### src/flash_boot_regs.vh
/*
 * Shared constants for the boot loader and RAM overlay block.
 * Assumes a 50 MHz system clock; included by bare name.
 */
`ifndef FLASH_BOOT_REGS_VH
`define FLASH_BOOT_REGS_VH

`define CLK_HZ 50000000
`define BYTE_ADJUST 8'h00
`define BYTE_SYNC_REQ 8'h55
`define BYTE_ACK 8'hAA
`define BYTE_FAIL 8'hFF
`define BITS_IN_LOW 9
`define OVL_RAM_BASE 32'hFFFFE000
`define OVL_RAM_LAST 32'hFFFFEFFF
`define OVL_BLOCK_BYTES 32'h00001000
`define OVL_SEL_LSB 0
`define OVL_SEL_MSB 2
`define OVL_ENABLE_BIT 3
`define OVL_CTRL_RESET 4'h0
`define BAUD_DIV_RESET 16'h0000
`define BOOT_RAM_BASE 32'hFFFFE800

`endif

### src/flash_boot_loader_ram_overlay.v
/*
 * Boot-mode serial loader with auto-baud, plus flash RAM overlay decode.
 * Assumes an external flash controller answers erase/blank handshakes
 * and a RAM answers the write port; all inputs synchronous to clk.
 */
`timescale 1ns/1ps
`include "flash_boot_regs.vh"

// Notes on behaviour
// - Boot mode at reset release starts the loader instead of user code.
// - Device times low interval of 00 bytes and loads the baud divisor.
// - After matching, device sends one 00 byte as completion mark.
// - On 55 the device replies with one AA.
// - Device echoes both length bytes in order received.
// - Program bytes sent N times; device echoes each and stores sequentially.
// - Device checks flash, erases if written, sends AA, or FF and halts.
// - After AA the device jumps to the loaded RAM program.
// - Overlay RAM is always the fixed 4-kbyte window at FFFFE000.
// - Overlaid flash block is one of blocks zero to seven by select field.
// - While active, overlay RAM answers at RAM and selected flash addresses.
// - Overlay enabled blocks all flash program and erase requests.
// - Clearing overlay enable returns selected block accesses to flash.
// - Software erase never erases the overlay RAM contents.
// - Overlay works in user mode and user program mode.
// - Flash reads blocked while a program or erase runs.
// - Select value n maps block n at n times 0x1000.
// - Serial framing is eight data bits, one stop, no parity.
// - Before jump, receive and transmit off, divisor kept, transmit pin high.
module flash_boot_loader_ram_overlay #(
    parameter DIV_W = 16,
    parameter LEN_W = 16,
    parameter FIFO_DEPTH = 16,
    parameter FIFO_AW = 4
) (
    input wire clk,
    input wire rst,
    input wire boot_mode,
    input wire rxd,
    output reg txd,
    output wire [DIV_W-1:0] baud_divisor_register,
    output wire serial_receive_enable,
    output wire serial_transmit_enable,
    output wire [31:0] ram_wr_addr,
    output wire [7:0] ram_wr_data,
    output wire ram_wr_valid,
    input wire ram_wr_ready,
    output wire flash_blank_check,
    input wire flash_blank_done,
    input wire flash_written,
    output wire flash_erase_all,
    input wire flash_erase_done,
    input wire flash_erase_ok,
    output wire jump_to_ram,
    output wire [31:0] jump_addr,
    output wire boot_failed,
    input wire [3:0] overlay_control_register,
    input wire [31:0] cpu_addr,
    output wire [31:0] mapped_addr,
    output wire overlay_hit,
    input wire prog_req,
    input wire erase_req,
    input wire flash_busy,
    output wire flash_program_go,
    output wire flash_erase_go,
    output wire flash_read_allow
);
    ////////////////////////////////////////////////////////////////////////
    // Loader states
    localparam [10:0] S_IDLE = 11'h001;
    localparam [10:0] S_BAUD = 11'h002;
    localparam [10:0] S_ACK0 = 11'h004;
    localparam [10:0] S_SYNC = 11'h008;
    localparam [10:0] S_LENH = 11'h010;
    localparam [10:0] S_LENL = 11'h020;
    localparam [10:0] S_DATA = 11'h040;
    localparam [10:0] S_BLANK = 11'h080;
    localparam [10:0] S_ERASE = 11'h100;
    localparam [10:0] S_DONE = 11'h200;
    localparam [10:0] S_FAIL = 11'h400;

    reg [10:0] state_q;
    reg [DIV_W-1:0] div_q;
    reg [DIV_W+3:0] low_cnt_q;
    reg rxd_prev_q;
    reg [LEN_W-1:0] len_q;
    reg [LEN_W-1:0] count_q;
    reg [31:0] wptr_q;
    reg flash_req_q;
    reg jump_q;
    reg fail_q;
    reg serial_on_q;

    ////////////////////////////////////////////////////////////////////////
    // Receiver
    reg [2:0] rx_st_q;
    reg [DIV_W-1:0] rx_cnt_q;
    reg [3:0] rx_bit_q;
    reg [7:0] rx_sh_q;
    reg [7:0] rx_byte_q;
    reg rx_strobe_q;
    localparam [2:0] RX_IDLE = 3'h1;
    localparam [2:0] RX_BITS = 3'h2;
    localparam [2:0] RX_STOP = 3'h4;

    // Middle-of-bit sampling; start bit not rechecked at half a bit
    always @(posedge clk or posedge rst) begin
        if (rst) begin
            rx_st_q <= RX_IDLE;
            rx_cnt_q <= {DIV_W{1'b0}};
            rx_bit_q <= 4'h0;
            rx_sh_q <= 8'h00;
            rx_byte_q <= 8'h00;
            rx_strobe_q <= 1'b0;
        end else begin
            rx_strobe_q <= 1'b0;
            case (rx_st_q)
                RX_IDLE: begin
                    rx_bit_q <= 4'h0;
                    if (serial_on_q && state_q != S_BAUD && !rxd) begin
                        rx_st_q <= RX_BITS;
                        rx_cnt_q <= div_q >> 1;
                    end
                end
                RX_BITS: begin
                    if (rx_cnt_q == {DIV_W{1'b0}}) begin
                        rx_cnt_q <= div_q;
                        if (rx_bit_q != 4'h0) begin
                            rx_sh_q <= {rxd, rx_sh_q[7:1]};
                        end
                        rx_bit_q <= rx_bit_q + 4'h1;
                        if (rx_bit_q == 4'h8) begin
                            rx_st_q <= RX_STOP;
                        end
                    end else begin
                        rx_cnt_q <= rx_cnt_q - 1'b1;
                    end
                end
                RX_STOP: begin
                    if (rx_cnt_q == {DIV_W{1'b0}}) begin
                        rx_st_q <= RX_IDLE;
                        // Framing errors are dropped; host then resets
                        if (rxd) begin
                            rx_byte_q <= rx_sh_q;
                            rx_strobe_q <= 1'b1;
                        end
                    end else begin
                        rx_cnt_q <= rx_cnt_q - 1'b1;
                    end
                end
                default: rx_st_q <= RX_IDLE;
            endcase
        end
    end

    ////////////////////////////////////////////////////////////////////////
    // Transmit FIFO absorbs echo bursts while the line is busy
    reg [7:0] tx_push_data;
    reg tx_push;
    wire tx_in_ready;
    wire [7:0] tx_fifo_data;
    wire tx_fifo_valid;
    wire tx_fifo_pop;
    reg tx_busy_q;
    reg [9:0] tx_sh_q;
    reg [3:0] tx_bit_q;
    reg [DIV_W-1:0] tx_cnt_q;

    byte_fifo #(
        .WIDTH(8),
        .DEPTH(FIFO_DEPTH),
        .AW(FIFO_AW)
    ) u_tx_fifo (
        .clk(clk),
        .rst(rst),
        .in_data(tx_push_data),
        .in_valid(tx_push),
        .in_ready(tx_in_ready),
        .out_data(tx_fifo_data),
        .out_valid(tx_fifo_valid),
        .out_ready(tx_fifo_pop)
    );

    assign tx_fifo_pop = !tx_busy_q && serial_on_q;

    always @(posedge clk or posedge rst) begin
        if (rst) begin
            tx_busy_q <= 1'b0;
            tx_sh_q <= 10'h3FF;
            tx_bit_q <= 4'h0;
            tx_cnt_q <= {DIV_W{1'b0}};
            txd <= 1'b1;
        end else if (!tx_busy_q) begin
            txd <= 1'b1;
            if (tx_fifo_valid && serial_on_q) begin
                tx_busy_q <= 1'b1;
                tx_sh_q <= {1'b1, tx_fifo_data, 1'b0};
                tx_bit_q <= 4'h0;
                tx_cnt_q <= {DIV_W{1'b0}};
            end
        end else if (tx_cnt_q == {DIV_W{1'b0}}) begin
            txd <= tx_sh_q[0];
            tx_sh_q <= {1'b1, tx_sh_q[9:1]};
            tx_cnt_q <= div_q;
            tx_bit_q <= tx_bit_q + 4'h1;
            if (tx_bit_q == 4'hA) begin
                tx_busy_q <= 1'b0;
                txd <= 1'b1;
            end
        end else begin
            tx_cnt_q <= tx_cnt_q - 1'b1;
        end
    end

    ////////////////////////////////////////////////////////////////////////
    // Loader sequence
    wire rx_fall;
    wire rx_rise;
    localparam [DIV_W+3:0] LOW_BITS = `BITS_IN_LOW;
    localparam [DIV_W+3:0] LOW_HALF = `BITS_IN_LOW / 2;
    wire [DIV_W+3:0] div_calc;
    wire store_ok;
    assign rx_fall = rxd_prev_q && !rxd;
    assign rx_rise = !rxd_prev_q && rxd;
    // Divisor = clocks per bit minus one, rounded to nearest
    assign div_calc = (low_cnt_q + LOW_HALF) / LOW_BITS;
    // Pointer and count advance only when echo FIFO and RAM are both ready
    assign store_ok = tx_in_ready && ram_wr_ready;

    always @* begin
        tx_push = 1'b0;
        tx_push_data = rx_byte_q;
        case (state_q)
            S_ACK0: begin
                tx_push = 1'b1;
                tx_push_data = `BYTE_ADJUST;
            end
            S_SYNC: begin
                tx_push = rx_strobe_q && rx_byte_q == `BYTE_SYNC_REQ;
                tx_push_data = `BYTE_ACK;
            end
            S_LENH, S_LENL: tx_push = rx_strobe_q;
            S_DATA: tx_push = rx_strobe_q;
            S_BLANK: begin
                tx_push = flash_blank_done && !flash_written;
                tx_push_data = `BYTE_ACK;
            end
            S_ERASE: begin
                tx_push = flash_erase_done;
                tx_push_data = flash_erase_ok ? `BYTE_ACK : `BYTE_FAIL;
            end
            default: tx_push = 1'b0;
        endcase
    end

    always @(posedge clk or posedge rst) begin
        if (rst) begin
            state_q <= S_IDLE;
            div_q <= `BAUD_DIV_RESET;
            low_cnt_q <= {(DIV_W+4){1'b0}};
            rxd_prev_q <= 1'b1;
            len_q <= {LEN_W{1'b0}};
            count_q <= {LEN_W{1'b0}};
            wptr_q <= `BOOT_RAM_BASE;
            flash_req_q <= 1'b0;
            jump_q <= 1'b0;
            fail_q <= 1'b0;
            serial_on_q <= 1'b0;
        end else begin
            rxd_prev_q <= rxd;
            case (state_q)
                S_IDLE: begin
                    if (boot_mode) begin
                        state_q <= S_BAUD;
                        serial_on_q <= 1'b1;
                    end
                end
                S_BAUD: begin
                    // Host keeps sending 00 meanwhile
                    if (rx_fall) begin
                        low_cnt_q <= {(DIV_W+4){1'b0}};
                    end else if (!rxd) begin
                        low_cnt_q <= low_cnt_q + 1'b1;
                    end else if (rx_rise && low_cnt_q > 36) begin
                        div_q <= div_calc[DIV_W-1:0] - 1'b1;
                        state_q <= S_ACK0;
                    end
                end
                S_ACK0: state_q <= S_SYNC;
                S_SYNC: begin
                    if (rx_strobe_q && rx_byte_q == `BYTE_SYNC_REQ) begin
                        state_q <= S_LENH;
                    end
                end
                S_LENH: begin
                    if (rx_strobe_q) begin
                        len_q[LEN_W-1:8] <= rx_byte_q;
                        state_q <= S_LENL;
                    end
                end
                S_LENL: begin
                    if (rx_strobe_q) begin
                        len_q[7:0] <= rx_byte_q;
                        count_q <= {LEN_W{1'b0}};
                        if ({len_q[LEN_W-1:8], rx_byte_q} == {LEN_W{1'b0}}) begin
                            state_q <= S_BLANK;
                            flash_req_q <= 1'b1;
                        end else begin
                            state_q <= S_DATA;
                        end
                    end
                end
                S_DATA: begin
                    if (rx_strobe_q && store_ok) begin
                        wptr_q <= wptr_q + 32'h00000001;
                        count_q <= count_q + 1'b1;
                        if (count_q + 1'b1 == len_q) begin
                            state_q <= S_BLANK;
                            flash_req_q <= 1'b1;
                        end
                    end
                end
                S_BLANK: begin
                    if (flash_blank_done) begin
                        if (flash_written) begin
                            state_q <= S_ERASE;
                        end else begin
                            state_q <= S_DONE;
                            flash_req_q <= 1'b0;
                        end
                    end
                end
                S_ERASE: begin
                    if (flash_erase_done) begin
                        flash_req_q <= 1'b0;
                        state_q <= flash_erase_ok ? S_DONE : S_FAIL;
                    end
                end
                S_DONE: begin
                    // Let the final AA drain before shutting the channel
                    if (tx_fifo_valid == 1'b0 && !tx_busy_q) begin
                        serial_on_q <= 1'b0;
                        jump_q <= 1'b1;
                    end
                end
                S_FAIL: fail_q <= 1'b1;
                default: state_q <= S_IDLE;
            endcase
        end
    end

    assign baud_divisor_register = div_q;
    assign serial_receive_enable = serial_on_q;
    assign serial_transmit_enable = serial_on_q;
    assign ram_wr_addr = wptr_q;
    assign ram_wr_data = rx_byte_q;
    assign ram_wr_valid = state_q == S_DATA && rx_strobe_q && tx_in_ready;
    assign flash_blank_check = flash_req_q && state_q == S_BLANK;
    assign flash_erase_all = flash_req_q && state_q == S_ERASE;
    assign jump_to_ram = jump_q;
    assign jump_addr = `BOOT_RAM_BASE;
    assign boot_failed = fail_q;

    ////////////////////////////////////////////////////////////////////////
    // RAM overlay, usable in any run mode
    function in_block;
        input [31:0] addr;
        input [2:0] sel;
        begin
            in_block = addr[31:15] == 17'h00000 && addr[14:12] == sel;
        end
    endfunction

    wire ovl_on;
    wire [2:0] ovl_sel;
    assign ovl_on = overlay_control_register[`OVL_ENABLE_BIT];
    assign ovl_sel = overlay_control_register[`OVL_SEL_MSB:`OVL_SEL_LSB];
    assign overlay_hit = ovl_on && in_block(cpu_addr, ovl_sel);
    // Window base fixed regardless of selected block
    assign mapped_addr = overlay_hit ? (`OVL_RAM_BASE | {20'h00000, cpu_addr[11:0]})
                                     : cpu_addr;
    // Erase path only reaches flash, never overlay RAM
    assign flash_program_go = prog_req && !ovl_on;
    assign flash_erase_go = erase_req && !ovl_on;
    assign flash_read_allow = !flash_busy;
endmodule

### src/byte_fifo.v
/*
 * Synchronous FIFO with valid/ready on both sides, flip-flop storage.
 * Assumes one clock; depth is a power of two.
 */
`timescale 1ns/1ps
module byte_fifo #(
    parameter WIDTH = 8,
    parameter DEPTH = 16,
    parameter AW = 4
) (
    input wire clk,
    input wire rst,
    input wire [WIDTH-1:0] in_data,
    input wire in_valid,
    output wire in_ready,
    output wire [WIDTH-1:0] out_data,
    output wire out_valid,
    input wire out_ready
);
    reg [WIDTH-1:0] mem_q [0:DEPTH-1];
    reg [AW:0] wr_q;
    reg [AW:0] rd_q;
    wire push;
    wire pop;
    integer i;
    localparam [AW:0] FULL_COUNT = DEPTH;

    assign in_ready = (wr_q - rd_q) != FULL_COUNT;
    assign out_valid = wr_q != rd_q;
    assign out_data = mem_q[rd_q[AW-1:0]];
    assign push = in_valid && in_ready;
    assign pop = out_valid && out_ready;

    always @(posedge clk or posedge rst) begin
        if (rst) begin
            wr_q <= {(AW+1){1'b0}};
            rd_q <= {(AW+1){1'b0}};
            for (i = 0; i < DEPTH; i = i + 1) begin
                mem_q[i] <= {WIDTH{1'b0}};
            end
        end else begin
            if (push) begin
                mem_q[wr_q[AW-1:0]] <= in_data;
                wr_q <= wr_q + 1'b1;
            end
            if (pop) begin
                rd_q <= rd_q + 1'b1;
            end
        end
    end
endmodule

### config.mk
export PLATFORM = sky130hd
export DESIGN_NAME = flash_boot_loader_ram_overlay
export DESIGN_NICKNAME = d
export VERILOG_FILES = /design/src/flash_boot_loader_ram_overlay.v /design/src/byte_fifo.v
export VERILOG_INCLUDE_DIRS = /design/src
export SDC_FILE = /design/constraint.sdc
export NUM_CORES = 1
export LEC_CHECK = 0
export BUFFER_PORTS_ARGS = -buffer_cell sky130_fd_sc_hd__buf_2
export CORE_UTILIZATION = 30
export DETAILED_ROUTE_END_ITERATION = 6
export GPL_TIMING_DRIVEN = 0
export PLACE_DENSITY = 0.57
export SKIP_LAST_GASP = 1
export SLEW_MARGIN = 20
export SYNTH_ARGS = -nofsm -noshare
export SYNTH_HDL_FRONTEND = slang
export SYNTH_SLANG_ARGS = --single-unit
### constraint.sdc
create_clock -name clk -period 20.6 [get_ports clk]
set_input_delay 4.12 -clock clk [delete_from_list [all_inputs] [get_ports clk]]
set_output_delay 4.12 -clock clk [all_outputs]
set_load 0.05 [all_outputs]
==> qor.txt, run 1 <==
status: finished clean
Initial DRC Count: 1337
final max-slew violation count: 0
synth warn: 0
DR vias: 17662
DRT Wirelength: 55700 um
global-route wire length before repair: 91400 um
Synth Flop Type: dfrtp_1
# fillers: 6798
vias per cell: 5.28
Yosys reg bits: 325
TritonCTS Buffers: 36
Syn Area/Cell: 9.13 sq um
CP max-delay cell: a211oi_1
Die H: 263 um
layout cells sized above 1: 18.6%
Initial Util: 30.4%
initial antenna violation count: 0
Row Count: 95
Syn Std Cell Area: 0.0204 sq mm
Synth Instances: 2236
post_cts resized: 0
Final Skew: 0.0312 ns
RePlAce Congestion: 0.924
H-Tree Depth: 2
die width: 263 um
crit-path max FO: 10
fin nets: 2519
drt pass-1 iters: 7
worst setup margin: 7.43 ns
crit path kind: register to register
drt drc: 0
Max-slew headroom: 23.2%
die area: 0.0691 sq mm
overall routing resource usage: 15.8%
max_cap viols: 0
CTS tree: built
largest net degree at the start of global routing: 107
Slew @ Worst Pin: 1.14 ns
fmax: 0.0759 GHz
Ant. Diodes: 0
Final min period: 13.17 ns
core outline area: 0.0673 sq mm
count of cell types in the netlist: 117
DR WL/cell: 16.7 um
hold buffer count at CTS: 0
sequential element share of the synthesized area: 40.0%
crit path DAT: 13.59 ns
vias in the first global route: 17109
postcts setup bufs: 0
CTS Buffer Depth: 3
total gr overflow: 0
asr flop ratio synth: 100%
post-DP HPWL: 41100 um
Sink Count: 325
Hold Path Class: register to register
setup TNS: 0 ns
WP data required: 21.01 ns
synth-to-layout area growth: 15.7%
post-route ant nets: 0
CP endpoint kind: register
final worst-path cycle share: 63.9%
Post-synth EDFFs: 0
pre-CTS WS: 7.62 ns
dpl cell area: 0.0224 sq mm
startpoint types: register
Final Setup Violations: 0
Reg clk slew, reported paths: 0.06 ns
Post-Layout Inst Area: 0.0236 sq mm
Skew-Pair Late Insertion Delay: 0.55 ns
Fin. Hold Viols: 0
port bufs: 135
RSZ-0062 raised after global routing: no
I/O pin total: 180
Critical Path Max Stage Delay: 0.61 ns
CTS root buffer: clkbuf_16
==> path summary, 6_finish.rpt <==
| kind | start | cells after the start | endpoint | slack (ns) |
|---|---|---|---|---|
| max reg2reg | low_cnt_q[2]$_DFFE_PP0P_ | 44 | baud_divisor_register[10]$_DFFE_PP0P_ | 7.43 |
| min in group asynchronous | rst | 2 | tx_cnt_q[2]$_DFFE_PP0P_ | 3.64 |
| max in group asynchronous | rst | 4 | u_tx_fifo.mem_q[34]$_DFFE_PP0P_ | 15.81 |
| min | rx_sh_q[0]$_DFFE_PP0P_ | 2 | ram_wr_data[0]$_DFFE_PP0P_ | 0.47 |
| min reg2reg | rx_sh_q[0]$_DFFE_PP0P_ | 2 | ram_wr_data[0]$_DFFE_PP0P_ | 0.47 |
| max | low_cnt_q[2]$_DFFE_PP0P_ | 44 | baud_divisor_register[10]$_DFFE_PP0P_ | 7.43 |
==> cells in the mapped netlist (31+ instances only) <==
| cell | number | share of area (%) |
|---|---|---|
| xnor2_1 | 86 | 3.7 |
| dfrtp_1 | 292 | 36 |
| inv_1 | 39 | 0.72 |
| mux4_2 | 40 | 4.4 |
| xor2_1 | 56 | 2.4 |
| nor3_1 | 43 | 1.1 |
| nand2_1 | 371 | 6.8 |
| buf_4 | 50 | 1.8 |
| a21oi_1 | 69 | 1.7 |
| dfstp_2 | 33 | 4.2 |
| o21ai_0 | 269 | 6.6 |
| nor2_1 | 133 | 2.4 |
| and3_1 | 32 | 0.98 |
| nand3_1 | 61 | 1.5 |
| or2_2 | 31 | 0.95 |
| nor4_1 | 33 | 1.0 |
| clkbuf_1 | 86 | 1.6 |
==> metal layers <==
layer  share of wire, %  global-route usage [%]  vias to the layer above
met1                 46                    21.9                     8696
met5                  0                       0                        -
li1                   -                       -                     8440
met4                1.6                    3.40                        0
met3                4.5                    2.05                       63
met2                 48                    26.3                      463
==> cell families (layout without fill, tap and decap cells) <==
group                      after synthesis  in the layout  synth area share (%)
other                                    2             32                0.0368
AOI/OAI and AO/OA                      592            592                  19.1
buffers and inverters                  194            398                  4.56
and+or+nand+nor                        866            866                  21.3
muxes                                   83             83                  6.81
xor gates and xnor gates               144            144                  6.31
adders and majority gates               30             30                  1.83
DFF                                    325            325                  40.0
==> registers in the layout (all words and copies together) (netlist names), 5 cells and up <==
register	cells
low_cnt_q	20
u_tx_fifo.rd_q	5
u_tx_fifo.mem_q	128
rx_sh_q	8
baud_divisor_register	16
ram_wr_data	8
len_q	16
u_tx_fifo.wr_q	5
state_q	11
ram_wr_addr	32
count_q	16
tx_sh_q	9
rx_cnt_q	16
tx_cnt_q	16
==> final cells by class <==
type,instances,area [sq um],area share (%)
timing repair buffer,138,758,3.21
buffer,153,778,3.29
inverter,41,161,0.683
sequential,325,8170,34.6
clock inverter,12,176,0.747
multi-input combinational,1747,11400,48.4
clock buffer,54,1060,4.48
tap,873,1090,4.62
==> cell usage in the layout (no fill, tap or decap), types with 13 or more instances in the layout <==
cell       instances
nand2_1          371
dfrtp_1          292
o21ai_0          269
buf_2            147
nor2_1           133
clkbuf_1          95
xnor2_1           86
a21oi_1           69
nand3_1           61
xor2_1            56
buf_4             50
nor3_1            43
mux4_2            40
inv_1             38
clkbuf_16         36
dfstp_2           33
nor4_1            32
and3_1            32
conb_1            32
or2_2             31
mux2_2            29
ha_1              29
nand4_1           27
a31oi_1           23
o21ai_1           22
o211ai_1          22
or3_1             21
and2_1            21
a22oi_1           16
a211oi_1          15
o21a_1            13
==> worst max-delay path, delay by kind of cell, from the launching register on <==
family,cells,cell delay (ns)
AND/OR/NAND/NOR,20,5.46
AO/OA/AOI/OAI,15,4.33
adder cells (fa/ha/maj),3,0.95
multiplexers,2,0.95
XOR/XNOR,2,0.57
flip-flops,1,0.46
buffers and inverters,2,0.27
==> metrics by stage <==
stage          hold WS, ns  util (%)  cells
5_1_grt              0.495      35.1   3343
2_1_floorplan        0.435         -   2266
3_5_place_dp         0.455      33.3   3277
6_report             0.470      35.1   3343
4_1_cts              0.470      35.1   3343
3_3_place_gp         0.452      33.1   3274
Power of run 1 is not shown: default switching activity piles up to over one toggle a cycle in this logic, so the estimate is an artifact.
==> inputs of run 2 (changes only) <==
Settings changed: ABC_AREA set to 1.
Clock period 20.6 ns to 12.8 ns, I/O delays scaled along.
==> run 2 against run 1 <==
  * Utilization is 0.38 points higher
  * Register-to-register slack worse by 5.1 ns
  * Flip-flop and latch count stayed put
  * Synthesized area is 3.9% lower
  * Design area is 3.0% lower
  * First-iteration DRC count is 8.8% lower
==> qor.txt, run 2 <==
most frequent CP cell: nand2_2
top-count cell post-synth: nand2_1
status: finished clean
Biggest register: u_tx_fifo.mem_q
total gr overflow: 0 (unchanged)
Initial DRC Count: 1219 (-8.8%)
post-synth top area cell: dfrtp_1
port bufs: 135 (unchanged)
commonest cells in the netlist: nand2_1, o21ai_0, dfrtp_1
drt drc: 0 (unchanged)
RePlAce Congestion: 0.880 (-4.8%)
fin nets: 2868 (+14%)
setup TNS: 0 ns (unchanged)
layout cells sized above 1: 16.5% (-2.1 points)
Synth Instances: 2581 (+15%)
TritonCTS Buffers: 40 (+11%)
synth-to-layout area growth: 16.9%
Layout Cells excl Fill: 3677 (+10%)
CP max-delay cell: dfrtp_1
vias in the first global route: 16947 (-0.95%)
initial antenna violation count: 0 (unchanged)
Die H: 258 um (-2.0%)
Ant. Diodes: 0 (unchanged)
Synth Flop Type: dfrtp_1
Final Util: 35.5% (+0.38 points)
crit-path max FO: 8 (-2)
CTS tree: built
commonest non-fill, non-tap cell in the layout: nand2_1
post-DP HPWL: 41700 um (+1.5%)
met3 wire length: 3250 um (+30%)
Met1 Routed Length: 26900 um (+4.4%)
Critical Path Max Stage Delay: 0.46 ns (-0.15 ns)
WHS: 0.472 ns (+0.00138 ns)
top-area cell type share of the netlist area: 37.2% (+1.5 points)
vias per cell: 4.81 (-9.0%)
max reg flops: 128 (unchanged)
asr flop ratio synth: 100% (unchanged)
RSZ-0062 raised after global routing: no
Slew @ Worst Pin: 0.829 ns (-0.315 ns)
fmax: 0.0952 GHz (+25%)
WP data required: 13.25 ns (-7.76 ns)
sequential element share of the synthesized area: 41.7% (+1.6 points)
Syn Area/Cell: 7.60 sq um (-17%)
# fillers: 6845 (+0.69%)
Skew-Pair Late Insertion Delay: 0.58 ns (+0.03 ns)
crit path kind: register to register
Synth area leaders: dfrtp_1, nand2_1, o21ai_0
Row Count: 93 (-2.1%)
Max-slew headroom: 44.7% (+22 points)
FF-to-FF Start: low_cnt_q[3]$_DFFE_PP0P_
Reg clk slew, reported paths: 0.06 ns (about the same)
DRT Wirelength: 56600 um (+1.7%)
synth warn: 0 (unchanged)
Final Setup Violations: 0 (unchanged)
Final Skew: 0.0263 ns (-0.00491 ns)
CP endpoint kind: register
overall routing resource usage: 17.1% (+1.2 points)
I/O pin total: 180 (unchanged)
Syn Std Cell Area: 0.0196 sq mm (-3.9%)
Initial Util: 30.4% (+0.031 points)
met2 wire len: 25000 um (-5.8%)
DR WL/cell: 15.4 um (-7.6%)
DR vias: 17673 (+0.062%)
DP Cell Count: 3604 (+10%)
Yosys reg bits: 325 (unchanged)
hold buffer count at CTS: 0 (unchanged)
global-route wire length before repair: 91900 um (+0.57%)
Hold Path Origin: tx_bit_q[3]$_DFFE_PP0P_
drt pass-1 iters: 6 (-1)
postcts setup bufs: 0 (unchanged)
Final min period: 10.50 ns (-2.67 ns)
die width: 258 um (-2.0%)
max_cap viols: 0 (unchanged)
Fin. Hold Viols: 0 (unchanged)
critical path launch point: low_cnt_q[3]$_DFFE_PP0P_
post_cts resized: 0 (unchanged)
Sink Count: 325 (unchanged)
Post-synth EDFFs: 0 (unchanged)
core outline area: 0.0646 sq mm (-4.0%)
count of cell types in the netlist: 60 (-49%)
startpoint types: register
H-Tree Depth: 2 (unchanged)
post-route ant nets: 0 (unchanged)
CTS root buffer: clkbuf_16
final max-slew violation count: 0 (unchanged)
highest layer used for signal routing: met4
largest net degree at the start of global routing: 102 (-4.7%)
CTS Buffer Depth: 3 (unchanged)
Hold Path Class: register to register
final worst-path cycle share: 82.1% (+18 points)
crit path DAT: 10.96 ns (-2.63 ns)
commonest cells after routing, fill and taps aside: nand2_1, o21ai_0, dfrtp_1
die area: 0.0664 sq mm (-3.9%)
==> run 2: path summary, 6_finish.rpt <==
kind | endpoint | slack [ns] | cells after the start
min in group asynchronous | u_tx_fifo.mem_q[93]$_DFFE_PP0P_ | 1.96 | 2
max in group asynchronous | ram_wr_addr[16]$_DFFE_PP1P_ | 9.54 | 4
setup / recovery | baud_divisor_register[14]$_DFFE_PP0P_ | 2.30 | 90
setup reg to reg | baud_divisor_register[14]$_DFFE_PP0P_ | 2.30 | 90
hold reg to reg | tx_bit_q[3]$_DFFE_PP0P_ | 0.47 | 1
hold / removal | tx_bit_q[3]$_DFFE_PP0P_ | 0.47 | 1
==> run 2: logic make-up (layout without fill, tap and decap cells) <==
group / after synthesis / count (layout) / share of synthesized area (%)
AOI/OAI and AO/OA: 512 / 512 / 14.7
xor gates and xnor gates: 91 / 91 / 4.10
adders and majority gates: 29 / 29 / 1.85
buffers and inverters: 445 / 656 / 9.57
DFF: 325 / 325 / 41.7
muxes: 2 / 2 / 0.121
other: 2 / 32 / 0.0383
and+or+nand+nor: 1175 / 1175 / 28.0
==> run 2: per-stage QoR <==
step,worst slack [ns],cell area [sq um]
6_report,2.30,22900
5_1_grt,1.02,22900
4_1_cts,2.24,22900
3_5_place_dp,2.29,21600
3_3_place_gp,-2.98,21500
2_1_floorplan,1.30,19700
==> run 2: layer usage <==
| metal | up-vias | GRT usage (%) |
|---|---|---|
| met2 | 416 | 26.3 |
| met1 | 8286 | 24.0 |
| met3 | 93 | 3.34 |
| met4 | 0 | 5.18 |
| li1 | 8878 | - |
| met5 | - | 0 |
==> run 2: final cells by class <==
type / count / area, sq um / share of cell area (%)
Buffer: 121 / 652 / 2.84
Clock buffer: 61 / 1190 / 5.19
Clock inverter: 12 / 171 / 0.748
Inverter: 324 / 1230 / 5.37
Multi-Input combinational cell: 1841 / 9680 / 42.2
Sequential cell: 325 / 8170 / 35.6
Tap cell: 855 / 1070 / 4.67
Timing Repair Buffer: 138 / 758 / 3.31
==> run 2: worst max-delay path: cells and delay by family, from the launching register on <==
kind / cells / cell delay (ns)
and+or+nand+nor: 69 / 7.41
buffers and inverters: 14 / 0.98
adders and majority gates: 3 / 0.65
DFF: 1 / 0.46
muxes: 1 / 0.40
AOI/OAI and AO/OA: 2 / 0.30
xor gates and xnor gates: 1 / 0.13
Power of run 2 is left out for the same reason.
==> inputs of run 3 (changes only) <==
Settings changed: ABC_AREA 1 to 0, PLACE_DENSITY 0.57 to 0.58.
Clock period 12.8 ns to 9.2 ns, I/O delays scaled along.
==> run 3 against run 2 <==
  * The run now ends with setup timing left
  * Maximum frequency up 0.23%
  * Non-clock buffer count up 198
  * First-iteration DRC count up 14%
  * Count of clock-buffer cells in the layout down 10
  * Final cell count down 4.6%
  * Global-route usage down 0.29 points
  * Setup slack worse by 3.6 ns
  * Register-to-register slack worse by 3.6 ns
  * Design area up 16%
  * Flip-flop and latch count unchanged
  * Hold slack better by 0.0048 ns
  * Critical path type unchanged
==> qor.txt, run 3 (same netlist as run 1, synthesis figures left out) <==
status: finished with violations
violated checks: setup timing
DRT Wirelength: 60500 um (+6.8%)
CTS root buffer: clkbuf_16
DR WL/cell: 17.2 um (+12%)
die area: 0.0691 sq mm (+4.0%)
CTS Buffer Depth: 3 (unchanged)
max reg flops: 128 (unchanged)
TritonCTS Buffers: 37 (-7.5%)
DR vias: 18778 (+6.3%)
overall routing resource usage: 16.8% (-0.29 points)
Max-slew headroom: 18.7% (-26 points)
final max-slew violation count: 0 (unchanged)
vias per cell: 5.35 (+11%)
drt drc: 0 (unchanged)
synth-to-layout area growth: 30.4%
Biggest register: u_tx_fifo.mem_q
startpoint types: register
Critical Path Max Stage Delay: 0.51 ns (+0.05 ns)
crit-path max FO: 6 (-2)
port bufs: 135 (unchanged)
hold buffer count at CTS: 0 (unchanged)
final worst-path cycle share: 114% (+32 points)
core outline area: 0.0673 sq mm (+4.2%)
initial antenna violation count: 0 (unchanged)
layout cells sized above 1: 30.3% (+14 points)
# fillers: 6551 (-4.3%)
post-DP HPWL: 42400 um (+1.6%)
total gr overflow: 0 (unchanged)
WP data required: 9.59 ns (-3.66 ns)
fmax: 0.0954 GHz (+0.23%)
post-route ant nets: 0 (unchanged)
I/O pin total: 180 (unchanged)
worst setup margin: -1.28 ns (-3.58 ns)
Row Count: 95 (+2.2%)
global-route wire length before repair: 97500 um (+6.0%)
commonest non-fill, non-tap cell in the layout: nand2_1
Fin. Hold Viols: 0 (unchanged)
Final Skew: 0.0311 ns (+0.00476 ns)
Final Setup Violations: 16 (+16)
Sink Count: 325 (unchanged)
cell family with most CP delay: compound AO/OA/AOI/OAI gates
CTS tree: built
Reg clk slew, reported paths: 0.06 ns (about the same)
max_cap viols: 0 (unchanged)
vias in the first global route: 18569 (+9.6%)
CP max-delay cell: o211ai_1
Slew @ Worst Pin: 1.21 ns (+0.382 ns)
Initial Util: 30.4% (-0.031 points)
fin nets: 2686 (-6.3%)
largest net degree at the start of global routing: 35 (-66%)
die width: 263 um (+2.0%)
Skew-Pair Late Insertion Delay: 0.54 ns (-0.04 ns)
H-Tree Depth: 2 (unchanged)
RePlAce Congestion: 0.902 (+2.5%)
CP endpoint kind: register
Final min period: 10.48 ns (-0.0238 ns)
dpl cell area: 0.0228 sq mm (+5.6%)
Post-Layout Inst Area: 0.0266 sq mm (+16%)
Die H: 263 um (+2.0%)
crit path kind: register to register
drt pass-1 iters: 6 (unchanged)
Hold Path Class: register to register
Ant. Diodes: 0 (unchanged)
Final Util: 39.6% (+4.1 points)
RSZ-0062 raised after global routing: yes
crit path DAT: 10.87 ns (-0.09 ns)
commonest cells after routing, fill and taps aside: nand2_1, dfrtp_1, o21ai_0
Initial DRC Count: 1386 (+14%)
Buf/Inv on CP: 5 (-9)
[run 3: cell count changes in the layout (fill, tap and decap cells not counted), sizes merged, moves of 40 or more]
cell	change
buf	+184
inv	-278
mux4	+40
nand2	-247
nand3	-78
nor2	-115
o21ai	-40
xnor2	+71
[run 3: final cells by class]
type / count / area [sq um] / area share (%)
multi-input combinational: 1747 / 12800 / 48.1
sequential: 325 / 8180 / 30.7
timing repair buffer: 308 / 2290 / 8.60
clock buffer: 51 / 1100 / 4.14
tap: 873 / 1090 / 4.10
buffer: 149 / 832 / 3.12
clock inverter: 13 / 178 / 0.667
inverter: 41 / 158 / 0.592
[run 3: tightest hold or removal path: stages (launching register included)]
cell and delay [ns]:
dfrtp_1 0.34, nand2_1 0.05, o21ai_0 0.06
[run 3: final timing paths]
path | from | endpoint | slack [ns] | cells after the start
setup / recovery | low_cnt_q[2]$_DFFE_PP0P_ | baud_divisor_register[10]$_DFFE_PP0P_ | -1.28 | 47
hold / removal | u_tx_fifo.mem_q[50]$_DFFE_PP0P_ | u_tx_fifo.mem_q[50]$_DFFE_PP0P_ | 0.48 | 2
setup reg to reg | low_cnt_q[2]$_DFFE_PP0P_ | baud_divisor_register[10]$_DFFE_PP0P_ | -1.28 | 47
hold reg to reg | u_tx_fifo.mem_q[50]$_DFFE_PP0P_ | u_tx_fifo.mem_q[50]$_DFFE_PP0P_ | 0.48 | 2
max in group asynchronous | rst | u_tx_fifo.mem_q[48]$_DFFE_PP0P_ | 6.69 | 6
min in group asynchronous | rst | ram_wr_addr[12]$_DFFE_PP0P_ | 1.39 | 2
[run 3: routing by layer]
layer  vias up  wire [um]  track usage [%]
met5         -          0                0
met4         0       1160             3.98
met3        98       2540             2.17
met2       535      30200             28.9
met1      9371      26600             22.2
li1       8774          -                -
[run 3: metrics by stage]
step | instances | setup WS (ns) | TNS (ns) | hold slack (ns)
after floorplan | 2266 | -0.991 | -7.70 | 0.435
after detailed placement | 3286 | -2.95 | -35.76 | 0.468
final | 3507 | -1.28 | -14.47 | 0.476
after global routing | 3507 | -1.72 | -20.43 | 0.499
after CTS | 3445 | -1.26 | -12.11 | 0.480
after global placement | 3274 | -2.83 | -33.84 | 0.454
[run 3: repair_timing]
item	in CTS	in global routing
pin swaps	74	78
setup buffers	98	66
endpoints found under the setup margin	16	16
gates resized for setup	142	125
cloned	0	1
Power of run 3 is left out for the same reason.
